===== src/core/slot_lvl_pkg.sv =====
// shared constants and carriers for the slot level interrupt block
package slot_lvl_pkg;
   // slot and word geometry
   localparam int unsigned NUM_SLOTS = 12;
   localparam int unsigned REG_W = 16;
   localparam int unsigned CNT_W = 11;
   localparam int unsigned ADDR_W = 8;
   // register indices; byte address is four times the index
   localparam logic [5:0] IDX_DATA_FLAGS = 6'h01;
   localparam logic [5:0] IDX_LEVEL0_FLAGS = 6'h02;
   localparam logic [5:0] IDX_LEVEL1_FLAGS = 6'h03;
   localparam logic [5:0] IDX_ACLEAR_EN = 6'h07;
   localparam logic [5:0] IDX_FIFO_THRESH = 6'h08;
   localparam logic [5:0] IDX_MASK_DATA = 6'h10;
   localparam logic [5:0] IDX_MASK_LEVEL0 = 6'h11;
   localparam logic [5:0] IDX_MASK_LEVEL1 = 6'h12;
   // field positions
   localparam int unsigned FIFO_THRESH_BIT = 15;
   localparam int unsigned FIFO_ACLEAR_BIT = 15;
   // values after reset
   localparam logic [11:0] FLAGS_RST = 12'h000;
   localparam logic [11:0] SLOT_ACLEAR_RST = 12'hfff;
   localparam logic FIFO_ACLEAR_RST = 1'h1;
   localparam logic [10:0] FIFO_THRESH_RST = 11'h000;
   localparam logic [15:0] MASK_RST = 16'h0000;
   // bus answer latency in cycles after the request is first seen
   localparam int unsigned BUS_WAIT_CYCLES = 1;

   // per-slot strobes from the data path (same clock domain)
   typedef struct packed {
      logic [11:0] update;   // slot data registers being updated
      logic [11:0] lvl0_hit; // level 0 comparison result
      logic [11:0] lvl1_hit; // level 1 comparison result
      logic [11:0] rd;       // slot data registers being read
   } slot_evt_t;

   // fifo strobes and occupancy from the fifo logic
   typedef struct packed {
      logic wr;               // a fifo write this cycle
      logic rd;               // a fifo data read this cycle
      logic [10:0] byte_cnt;  // bytes held in the fifo
   } fifo_evt_t;
endpackage : slot_lvl_pkg


===== src/core/slot_level_interrupt_status.sv =====
`timescale 1ns/100ps
`default_nettype none

module slot_level_interrupt_status
   import slot_lvl_pkg::*;
(
   input wire logic ref_clk_i,            // block clock, 100 MHz
   input wire logic rst_n_i,              // asynchronous reset, low
   // avalon-mm slave
   input wire logic [7:0] address_i,      // byte address
   input wire logic read_i,               // read request
   input wire logic write_i,              // write request
   input wire logic [3:0] byteenable_i,   // byte lanes of write
   input wire logic [31:0] writedata_i,   // write data
   output logic [31:0] readdata_o,        // read data, registered
   output logic waitrequest_o,            // stall until answer
   // data path strobes
   input wire slot_evt_t slot_evt_i,      // per-slot strobes
   input wire fifo_evt_t fifo_evt_i,      // fifo strobes and count
   // outputs
   output logic [10:0] fifo_thresh_value_o, // threshold to fifo logic
   output logic irq_o                     // level interrupt
);

   // ---------------------------------------------------------------
   // bus handshake
   // ---------------------------------------------------------------

   logic ack_r;            // high in the cycle the answer is given
   logic [31:0] rdata_r;   // captured read word
   logic req;              // any request present
   logic wr_go;            // write takes effect this edge
   logic rd_go;            // read is answered this edge
   logic [5:0] idx;        // register index from byte address
   logic [15:0] wr_data;   // write word masked to enabled lanes
   logic [15:0] rd_word;   // register word selected for read

   assign req = read_i | write_i;
   assign idx = address_i[7:2];
   // only the low two lanes carry register bits
   assign wr_data = writedata_i[15:0] &
      {{8{byteenable_i[1]}}, {8{byteenable_i[0]}}};

   // one wait cycle, then release; the answer never takes longer
   // a request seen with ack low stalls one cycle; the next edge
   // both applies a write and hands back the word captured for a
   // read, so a master never sees more than one wait state
   assign waitrequest_o = req & ~ack_r;
   assign wr_go = write_i & ack_r;
   assign rd_go = read_i & ack_r;

   // ack toggles for exactly one cycle per request
   // a master that keeps its request up after the answer starts a
   // fresh transfer, so a write held too long lands twice
   always_ff @(posedge ref_clk_i or negedge rst_n_i) begin
      if (!rst_n_i) begin
         ack_r <= 1'b0;
      end else begin
         // a held request gets a fresh ack every other cycle
         ack_r <= req & ~ack_r;
      end
   end

   // ---------------------------------------------------------------
   // flag registers
   // ---------------------------------------------------------------

   logic [11:0] lvl0_r;         // level 0 flags, slots a to l
   logic [11:0] lvl1_r;         // level 1 flags, slots a to l
   logic [11:0] ready_r;        // data ready flags, slots a to l
   logic fifo_thresh_flag_r;    // fifo threshold flag
   logic [11:0] slot_aclear_r;  // per-slot autoclear enables
   logic fifo_aclear_r;         // fifo threshold autoclear enable
   logic [10:0] thresh_r;       // fifo threshold value
   logic [15:0] mask_data_r;    // irq mask for ready word
   logic [15:0] mask_lvl0_r;    // irq mask for level 0 word
   logic [15:0] mask_lvl1_r;    // irq mask for level 1 word

   // write-one-clear strobes per word, valid only on accepted write
   // strobes are gated by the handshake edge so a stalled write
   // cannot clear a flag early
   logic [11:0] w1c_lvl0;
   logic [11:0] w1c_lvl1;
   logic [11:0] w1c_ready;
   logic w1c_fifo;

   // set terms from the data path
   // all strobes arrive on this clock, so no synchroniser is needed
   logic [11:0] set_lvl0;
   logic [11:0] set_lvl1;
   logic [11:0] set_ready;
   logic set_fifo;

   // autoclear terms
   // a read strobe without its enable bit leaves the flag standing
   logic [11:0] ac_ready;
   logic ac_fifo;

   // next values
   // each is a pure function of present flags and this cycle's strobes
   logic [11:0] lvl0_nxt;
   logic [11:0] lvl1_nxt;
   logic [11:0] ready_nxt;
   logic fifo_thresh_flag_nxt;

   // decode of w1c writes; a zero bit leaves the flag alone
   // reserved bits 14 to 12 of a written word are simply dropped
   always_comb begin
      w1c_lvl0 = '0;
      w1c_lvl1 = '0;
      w1c_ready = '0;
      w1c_fifo = 1'b0;
      if (wr_go) begin
         unique case (idx)
            IDX_LEVEL0_FLAGS: begin
               w1c_lvl0 = wr_data[11:0];
            end
            IDX_LEVEL1_FLAGS: begin
               w1c_lvl1 = wr_data[11:0];
            end
            IDX_DATA_FLAGS: begin
               w1c_ready = wr_data[11:0];
               w1c_fifo = wr_data[FIFO_THRESH_BIT];
            end
            default: begin
               // other indices carry no clear bits
               w1c_fifo = 1'b0;
            end
         endcase
      end
   end

   // comparison results count only with the update strobe
   assign set_lvl0 = slot_evt_i.update & slot_evt_i.lvl0_hit;
   assign set_lvl1 = slot_evt_i.update & slot_evt_i.lvl1_hit;
   assign set_ready = slot_evt_i.update;
   // strictly greater than the threshold
   assign set_fifo = fifo_evt_i.wr &
      (fifo_evt_i.byte_cnt > thresh_r);

   // reads clear ready flags only where autoclear is enabled
   assign ac_ready = slot_evt_i.rd & slot_aclear_r;
   assign ac_fifo = fifo_evt_i.rd & fifo_aclear_r;

   // set wins over any clear landing in the same cycle
   // losing the clear is harmless: software sees the flag again and
   // clears it once more, whereas a lost set would hide an event
   assign lvl0_nxt = set_lvl0 | (lvl0_r & ~w1c_lvl0);
   assign lvl1_nxt = set_lvl1 | (lvl1_r & ~w1c_lvl1);
   assign ready_nxt = set_ready |
      (ready_r & ~(w1c_ready | ac_ready));
   assign fifo_thresh_flag_nxt = set_fifo |
      (fifo_thresh_flag_r & ~(w1c_fifo | ac_fifo));

   // level flag banks
   // reset clears both banks so no stale level event survives
   always_ff @(posedge ref_clk_i or negedge rst_n_i) begin
      if (!rst_n_i) begin
         lvl0_r <= FLAGS_RST;
         lvl1_r <= FLAGS_RST;
      end else begin
         lvl0_r <= lvl0_nxt;
         lvl1_r <= lvl1_nxt;
      end
   end

   // data ready and fifo threshold flags
   // kept apart from the level banks since these also autoclear
   always_ff @(posedge ref_clk_i or negedge rst_n_i) begin
      if (!rst_n_i) begin
         ready_r <= FLAGS_RST;
         fifo_thresh_flag_r <= 1'b0;
      end else begin
         ready_r <= ready_nxt;
         fifo_thresh_flag_r <= fifo_thresh_flag_nxt;
      end
   end

   // ---------------------------------------------------------------
   // configuration registers
   // ---------------------------------------------------------------

   // autoclear enables; bits 14 to 12 are not stored
   // every enable comes out of reset set, so reads clear by default
   always_ff @(posedge ref_clk_i or negedge rst_n_i) begin
      if (!rst_n_i) begin
         slot_aclear_r <= SLOT_ACLEAR_RST;
         fifo_aclear_r <= FIFO_ACLEAR_RST;
      end else if (wr_go && idx == IDX_ACLEAR_EN) begin
         // only enabled lanes update, so keep lane-wise merge
         if (byteenable_i[0]) begin
            slot_aclear_r[7:0] <= writedata_i[7:0];
         end
         if (byteenable_i[1]) begin
            slot_aclear_r[11:8] <= writedata_i[11:8];
            fifo_aclear_r <= writedata_i[FIFO_ACLEAR_BIT];
         end
      end
   end

   // fifo threshold value, compared against the byte count
   // the comparison is strict, so a threshold of zero fires on the
   // first byte written and the largest value never fires
   always_ff @(posedge ref_clk_i or negedge rst_n_i) begin
      if (!rst_n_i) begin
         thresh_r <= FIFO_THRESH_RST;
      end else if (wr_go && idx == IDX_FIFO_THRESH) begin
         if (byteenable_i[0]) begin
            thresh_r[7:0] <= writedata_i[7:0];
         end
         if (byteenable_i[1]) begin
            thresh_r[10:8] <= writedata_i[10:8];
         end
      end
   end

   // interrupt masks, same layout as the flag words
   // masks reset to zero so the line stays quiet until software opts in
   always_ff @(posedge ref_clk_i or negedge rst_n_i) begin
      if (!rst_n_i) begin
         mask_data_r <= MASK_RST;
         mask_lvl0_r <= MASK_RST;
         mask_lvl1_r <= MASK_RST;
      end else if (wr_go) begin
         // unused mask bits are stored but gate nothing
         if (idx == IDX_MASK_DATA) begin
            mask_data_r <= (mask_data_r &
               ~{{8{byteenable_i[1]}}, {8{byteenable_i[0]}}}) | wr_data;
         end
         if (idx == IDX_MASK_LEVEL0) begin
            mask_lvl0_r <= (mask_lvl0_r &
               ~{{8{byteenable_i[1]}}, {8{byteenable_i[0]}}}) | wr_data;
         end
         if (idx == IDX_MASK_LEVEL1) begin
            mask_lvl1_r <= (mask_lvl1_r &
               ~{{8{byteenable_i[1]}}, {8{byteenable_i[0]}}}) | wr_data;
         end
      end
   end

   // ---------------------------------------------------------------
   // read path
   // ---------------------------------------------------------------

   // word views of the flag registers, reserved bits zero
   // bits 14 to 12 of the data and autoclear words are tied low
   logic [15:0] data_word;
   logic [15:0] lvl0_word;
   logic [15:0] lvl1_word;
   logic [15:0] aclear_word;

   assign data_word = {fifo_thresh_flag_r, 3'h0, ready_r};
   assign lvl0_word = {4'h0, lvl0_r};
   assign lvl1_word = {4'h0, lvl1_r};
   assign aclear_word = {fifo_aclear_r, 3'h0, slot_aclear_r};

   // register select; unmapped indices read zero
   // the select is purely combinational; the word is latched below
   always_comb begin
      unique case (idx)
         IDX_DATA_FLAGS: begin
            rd_word = data_word;
         end
         IDX_LEVEL0_FLAGS: begin
            rd_word = lvl0_word;
         end
         IDX_LEVEL1_FLAGS: begin
            rd_word = lvl1_word;
         end
         IDX_ACLEAR_EN: begin
            rd_word = aclear_word;
         end
         IDX_FIFO_THRESH: begin
            rd_word = {5'h00, thresh_r};
         end
         IDX_MASK_DATA: begin
            rd_word = mask_data_r;
         end
         IDX_MASK_LEVEL0: begin
            rd_word = mask_lvl0_r;
         end
         IDX_MASK_LEVEL1: begin
            rd_word = mask_lvl1_r;
         end
         default: begin
            // unmapped: answer with zero, never stall forever
            rd_word = 16'h0000;
         end
      endcase
   end

   // capture in the wait cycle so data stands when wait drops;
   // a status read has no side effect on the flags
   // autoclear comes from the data path read strobes instead, so a
   // register read of the flag word never loses an event
   always_ff @(posedge ref_clk_i or negedge rst_n_i) begin
      if (!rst_n_i) begin
         rdata_r <= 32'h0000_0000;
      end else if (read_i && !ack_r) begin
         rdata_r <= {16'h0000, rd_word};
      end
   end

   assign readdata_o = rdata_r;

   // ---------------------------------------------------------------
   // interrupt output
   // ---------------------------------------------------------------

   logic irq_r;     // registered level interrupt
   logic irq_nxt;   // any unmasked flag set

   // registered to keep glitches off the pin; costs one cycle
   // so the line trails the flag by one clock after it is set
   assign irq_nxt = |(data_word & mask_data_r) |
      |(lvl0_word & mask_lvl0_r) |
      |(lvl1_word & mask_lvl1_r);

   always_ff @(posedge ref_clk_i or negedge rst_n_i) begin
      if (!rst_n_i) begin
         irq_r <= 1'b0;
      end else begin
         irq_r <= irq_nxt;
      end
   end

   assign irq_o = irq_r;
   assign fifo_thresh_value_o = thresh_r;

   // rd_go marks the read handshake edge; kept for clarity only
   logic unused_rd_go;
   assign unused_rd_go = rd_go;

endmodule : slot_level_interrupt_status

`default_nettype wire


===== config.mk =====
export PLATFORM = sky130hd
export DESIGN_NAME = slot_level_interrupt_status
export DESIGN_NICKNAME = d
export VERILOG_FILES = /design/src/core/slot_lvl_pkg.sv /design/src/core/slot_level_interrupt_status.sv
export SDC_FILE = /design/constraint.sdc
export NUM_CORES = 1
export LEC_CHECK = 0
export ABC_AREA = 1
export BUFFER_PORTS_ARGS = -buffer_cell sky130_fd_sc_hd__buf_2
export CAP_MARGIN = 20
export CORE_MARGIN = 2
export CORE_UTILIZATION = 45
export CTS_CLUSTER_SIZE = 24
export DETAILED_ROUTE_END_ITERATION = 8
export PLACE_DENSITY = 0.66
export SYNTH_ARGS = -nofsm -noshare
export SYNTH_HDL_FRONTEND = slang
export SYNTH_SLANG_ARGS = --single-unit

===== constraint.sdc =====
create_clock -name ref_clk_i -period 3.1 [get_ports ref_clk_i]
set_input_delay 0.31 -clock ref_clk_i [delete_from_list [all_inputs] [get_ports ref_clk_i]]
set_output_delay 0.31 -clock ref_clk_i [all_outputs]
set_load 0.005 [all_outputs]

==> results of run 1 <==
-- final cells by class --
| class | instances | area, um^2 | area share, % |
|---|---|---|---|
| Timing Repair Buffer | 132 | 716 | 8.90 |
| Tap cell | 184 | 230 | 2.86 |
| Sequential cell | 127 | 3190 | 39.7 |
| Multi-Input combinational cell | 666 | 3160 | 39.3 |
| Inverter | 46 | 173 | 2.15 |
| Clock inverter | 7 | 87.6 | 1.09 |
| Clock buffer | 24 | 482 | 5.99 |
-- metal layers --
layer	GRT usage, %	vias up
met1	38.0	2928
li1	-	3087
met2	39.5	262
met4	8.27	0
met5	0	-
met3	4.93	19
-- power groups by stage --
stage          logic [mW]  registers, mW  clock network [mW]
6_report            0.462           1.81                1.94
5_1_grt             0.519           1.82                2.04
4_1_cts             0.462           1.80                1.96
3_5_place_dp        0.460           1.83                   0
3_3_place_gp        0.452           1.83                   0
2_1_floorplan       0.249           1.82                   0
-- Yosys cell counts (all sizes together) --
cell / n
nor2: 57
a21oi: 5
dfstp: 13
nand3: 61
buf: 38
o21a: 1
inv: 46
o21bai: 12
ha: 11
dfrtp: 114
clkbuf: 13
o21ai: 99
nand4: 54
nor3: 6
conb: 1
a21o: 1
nand2: 343
-- worst max-delay path, cell delays in order (launching register included) --
cell and delay (ns):
dfrtp_1 0.38, nand2_2 0.12, nor2_1 0.66, nand2_2 0.49, nand2_1 0.21, o21ai_2 0.07
-- final timing paths --
check,depth (start not counted),startpoint,endpoint,slack (ns)
max,5,ack_r$_DFF_PN0_,register,1.05
max in group asynchronous,3,rst_n_i,slot_aclear_r[11]$_DFFE_PN1P_,1.87
min in group asynchronous,2,rst_n_i,lvl0_r[4]$_DFF_PN0_,0.41
min,3,slot_evt_i[18],lvl1_r[6]$_DFF_PN0_,0.08
min reg2reg,2,readdata_o[13]$_DFFE_PN0P_,readdata_o[13]$_DFFE_PN0P_,0.47
max reg2reg,5,ack_r$_DFF_PN0_,register,1.05
-- kinds of logic (layout without fill, tap and decap cells) --
group	after synthesis	after routing	synth area share, %
compound gates	118	118	10.1
fa+ha+maj	11	11	2.03
buf+inv	97	209	7.01
flops	127	127	47.2
other cells	1	16	0.0554
simple gates	521	521	33.6
-- metrics by stage --
step	instances	hold WS [ns]	utilization [%]	power (mW)	cell area (um^2)
final	1186	0.0833	55.1	4.21	8040
after floorplan	890	0.0144	-	2.07	6820
after global placement	1154	0.316	51.1	2.28	7460
after global routing	1186	0.0814	55.1	4.37	8040
after CTS	1186	0.0730	55.1	4.23	8040
after detailed placement	1154	0.320	51.1	2.29	7460
==> flow_metrics.env, run 1 <==
export IMPL_cts_sinks=127
export IMPL_status="completed"
export IMPL_nFillCells=1439
export IMPL_intPower_mw=3.14
export IMPL_p_leak_nw=4.06
export IMPL_swShare_pct=25.3
export IMPL_seq_area_frac_synth_pct=47.2
export IMPL_routed_via_density=5.31
export IMPL_final_common_cell="nand2_1"
export IMPL_synth_top_area_share_pct=42.2
export IMPL_vias=6296
export IMPL_postRouteAntennaNets=0
export IMPL_gp_congestion=0.874
export IMPL_clock_root_buffer="clkbuf_16"
export IMPL_ys_warn_count=0
export IMPL_cts_buffers=17
export IMPL_grt_pass1_wl_um=32100
export IMPL_grt_max_degree=83
export IMPL_hp_class="input port to register"
export IMPL_synth_area_leaders="dfrtp_1 42%, nand2_1 19%, dfstp_2 5.0%"
export IMPL_grt_antenna_before_repair=0
export IMPL_insertedDiodeCount=0
export IMPL_cts_hold_buffers_added=1
export IMPL_finalNetCount=1110
export IMPL_path_class="register to register"
export IMPL_rsz0062_at_grt="no"
export IMPL_dp_hpwl_um=14300
export IMPL_syn_to_final_growth_pct=18.8
export IMPL_clkPwrFrac_pct=46.1
export IMPL_drv_cap=0
export IMPL_tightestPinTransition_ns=0.838
export IMPL_synth_top_cell_by_area="dfrtp_1"
export IMPL_rows=44
export IMPL_met1_length_um=9260
export IMPL_dp_slack_ns=1.00
export IMPL_clk_path_buf_depth=2
export IMPL_netlist_instances=875
export IMPL_wl_met3_um=1620
export IMPL_drive_gt1_share_pct=21.3
export IMPL_cp_arrival_ns=2.35
export IMPL_finalCriticalPeriod_ns=2.05
export IMPL_routed_wl_um=19900
export IMPL_pwr_share_seq_pct=42.9
export IMPL_finalSetupViolCount=0
export IMPL_fin_skew_ns=0.00823
export IMPL_mostFrequentLayoutCells="335 x nand2_1, 116 x buf_2, 114 x dfrtp_1"
export IMPL_fin_tns_setup_ns=0
export IMPL_htreeDepth=4
export IMPL_ys_ff_latch=127
export IMPL_max_freq_mhz=487
export IMPL_hold_violations=0
export IMPL_drt_initial_drc_count=453
export IMPL_cts_tree="yes"
export IMPL_ioPinCount=154
export IMPL_slew_headroom_pct=43.9
export IMPL_met2_length_um=8780
export IMPL_start_kind="register"
export IMPL_cts_resized=0
export IMPL_cp_end_kind="register"
export IMPL_drc=0
export IMPL_vdd_drop_max_uv=401
export IMPL_grt_pass1_vias=6062
export IMPL_die_width_um=127
export IMPL_gr_total_overflow=0
export IMPL_top_layer="met4"
export IMPL_wl_per_cell_um=16.8
export IMPL_portBuffers=117
export IMPL_yosysUniqueCellTypes=27
export IMPL_p_comb_share_pct=11.0
export IMPL_power_density_mw_per_mm2=523
export IMPL_fin_ws_ns=1.05
export IMPL_fin_crit_sh_pct=66.3
export IMPL_switching_power_mw=1.06
export IMPL_clk_pin_slew_ns=0.06
export IMPL_drtPass1Iterations=5
export IMPL_die_area_mm2=0.0160
export IMPL_cp_required_ns=3.39
export IMPL_synth_avg_cell_area_um2=7.73
export IMPL_cts_setup_buffers=0
export IMPL_syn_area_mm2=0.00677
export IMPL_coreArea_mm2=0.0146
export IMPL_track_usage_pct=26.1
export IMPL_cp_max_fo=16
export IMPL_initial_core_util_pct=46.4
export IMPL_slew_viol_final=0
export IMPL_insertion_delay_ns=0.42
export IMPL_die_h_um=127
No activity file was read; power rests on OpenSTA's default activity.
==> inputs of run 2 (changes only) <==
--- a/config.mk
+++ b/config.mk
@@ -12,7 +12,7 @@
 export CORE_UTILIZATION = 45
 export CTS_CLUSTER_SIZE = 24
 export DETAILED_ROUTE_END_ITERATION = 8
-export PLACE_DENSITY = 0.66
+export PLACE_DENSITY = 0.69
 export SYNTH_ARGS = -nofsm -noshare
 export SYNTH_HDL_FRONTEND = slang
 export SYNTH_SLANG_ARGS = --single-unit
==> constraint.sdc (replaced) <==
create_clock -name ref_clk_i -period 1.7 [get_ports ref_clk_i]
set_input_delay 0.17 -clock ref_clk_i [delete_from_list [all_inputs] [get_ports ref_clk_i]]
set_output_delay 0.17 -clock ref_clk_i [all_outputs]
set_load 0.005 [all_outputs]
==> run 2 against run 1 <==
  * Register-to-register slack lost 0.89 ns
  * Final cell count increased by 6.4%
  * Utilization increased by 5.3 points
  * Cell area is 9.7% higher
  * Setup slack got worse by 0.89 ns
  * Fmax is 33% higher
  * Combinational power increased by 110%
  * Largest power group unchanged
==> flow_metrics.env, run 2 (same netlist as run 1, synthesis figures left out) <==
export IMPL_cp_max_fo=16
export IMPL_final_common_cell="nand2_1"
export IMPL_power_density_mw_per_mm2=879
export IMPL_drive_gt1_share_pct=21.3
export IMPL_switching_power_mw=1.97
export IMPL_die_h_um=127
export IMPL_path_class="register to register"
export IMPL_path_cells="nand2_2 > nor2_1 > buf_12 > nand2_2 > nand2_1 > o21ai_2"
export IMPL_gr_total_overflow=0
export IMPL_rsz0062_at_grt="no"
export IMPL_cp_required_ns=2.00
export IMPL_drtPass1Iterations=5
export IMPL_ioPinCount=154
export IMPL_dp_hpwl_um=14400
export IMPL_die_width_um=127
export IMPL_insertedDiodeCount=0
export IMPL_grt_antenna_before_repair=0
export IMPL_crit_slowest_cell="dfrtp_1"
export IMPL_routed_wl_um=20700
export IMPL_finalSetupViolCount=0
export IMPL_fin_skew_ns=0.00783
export IMPL_grt_pass1_vias=6490
export IMPL_slew_viol_final=0
export IMPL_cpMostUsedCell="nand2_2"
export IMPL_clkPwrFrac_pct=44.9
export IMPL_tightestPinTransition_ns=0.506
export IMPL_track_usage_pct=27.2
export IMPL_clk_pin_slew_ns=0.06
export IMPL_rows=44
export IMPL_htreeDepth=4
export IMPL_clock_root_buffer="clkbuf_16"
export IMPL_fin_tns_setup_ns=0
export IMPL_grt_pass1_wl_um=33800
export IMPL_cts_sinks=127
export IMPL_mostFrequentLayoutCells="335 x nand2_1, 116 x buf_2, 114 x dfrtp_1"
export IMPL_pwr_share_seq_pct=42.5
export IMPL_cts_buffers=17
export IMPL_finalCriticalPeriod_ns=1.55
export IMPL_start_kind="register"
export IMPL_drt_initial_drc_count=570
export IMPL_max_freq_mhz=647
export IMPL_routed_via_density=5.32
export IMPL_hp_class="input port to register"
export IMPL_vdd_drop_max_uv=716
export IMPL_drv_cap=0
export IMPL_postRouteAntennaNets=0
export IMPL_cp_arrival_ns=1.84
export IMPL_wl_per_cell_um=16.4
export IMPL_die_area_mm2=0.0160
export IMPL_cts_setup_buffers=0
export IMPL_p_leak_nw=4.37
export IMPL_portBuffers=117
export IMPL_cts_resized=0
export IMPL_fin_crit_sh_pct=90.9
export IMPL_insertion_delay_ns=0.42
export IMPL_max_stage_delay_ns=0.38
export IMPL_coreArea_mm2=0.0146
export IMPL_clk_path_buf_depth=2
export IMPL_hold_violations=0
export IMPL_vias=6711
export IMPL_gp_congestion=0.911
export IMPL_p_comb_share_pct=12.6
export IMPL_regToRegSetupSlack_ns=0.15
export IMPL_grt_max_degree=69
export IMPL_cts_hold_buffers_added=61
export IMPL_syn_to_final_growth_pct=30.3
export IMPL_status="completed"
export IMPL_intPower_mw=5.78
export IMPL_finalNetCount=1186
export IMPL_initial_core_util_pct=46.4
export IMPL_holdWs_ns=0.0108
export IMPL_cts_tree="yes"
export IMPL_swShare_pct=25.4
export IMPL_slew_headroom_pct=66.1
export IMPL_cp_end_kind="register"
export IMPL_drc=0
## run 2: per-layer routing
layer  track usage, %  up-vias  wire length, um
met2             42.3      365             9320
li1                 -     3236                -
met4             6.92        0              303
met3             8.06       31             2120
met1             37.4     3079             8980
met5                0        -                0
## run 2: stage by stage
step | power [mW] | cell area (um^2) | utilization, % | instances | worst slack [ns]
floorplan | 3.77 | 6820 | - | 890 | 0.348
global placement | 4.18 | 7640 | 52.4 | 1170 | 0.212
detailed placement | 4.20 | 7640 | 52.4 | 1170 | 0.160
CTS | 7.78 | 8820 | 60.4 | 1262 | 0.158
global route | 8.09 | 8820 | 60.4 | 1262 | 0.00873
finish | 7.75 | 8820 | 60.4 | 1262 | 0.154
## run 2: area by class of cell
class | instances | area (um^2)
fillers | 1338 | 5770
flip-flops and latches | 127 | 3190
multi-input cells | 666 | 3160
repair buffers | 208 | 1500
clock buffers | 25 | 505
well taps | 184 | 230
inverters | 46 | 173
clock inverters | 6 | 57.6
## run 2: power by group through the flow
stage                     Combinational [mW]  Clock, mW  Sequential, mW
final                                  0.980       3.48            3.29
after global routing                    1.10       3.67            3.31
after CTS                              0.969       3.52            3.29
after detailed placement               0.860          0            3.34
after global placement                 0.847          0            3.33
after floorplan                        0.454          0            3.32
## run 2: worst max-delay path: cells and delay by family (launching register included)
kind,cells,cell delay (ns)
compound gates,1,0.06
simple gates,4,0.79
flops,1,0.38
buf+inv,1,0.19
## run 2: worst paths after layout
check | startpoint | end | depth (start not counted)
max in group asynchronous | rst_n_i | slot_aclear_r[11]$_DFFE_PN1P_ | 3
max reg2reg | ack_r$_DFF_PN0_ | register | 6
max | ack_r$_DFF_PN0_ | register | 6
min in group asynchronous | rst_n_i | async pin | 2
min reg2reg | readdata_o[7]$_DFFE_PN0P_ | readdata_o[7]$_DFFE_PN0P_ | 2
min | slot_evt_i[10] | ready_r[10]$_DFF_PN0_ | 4
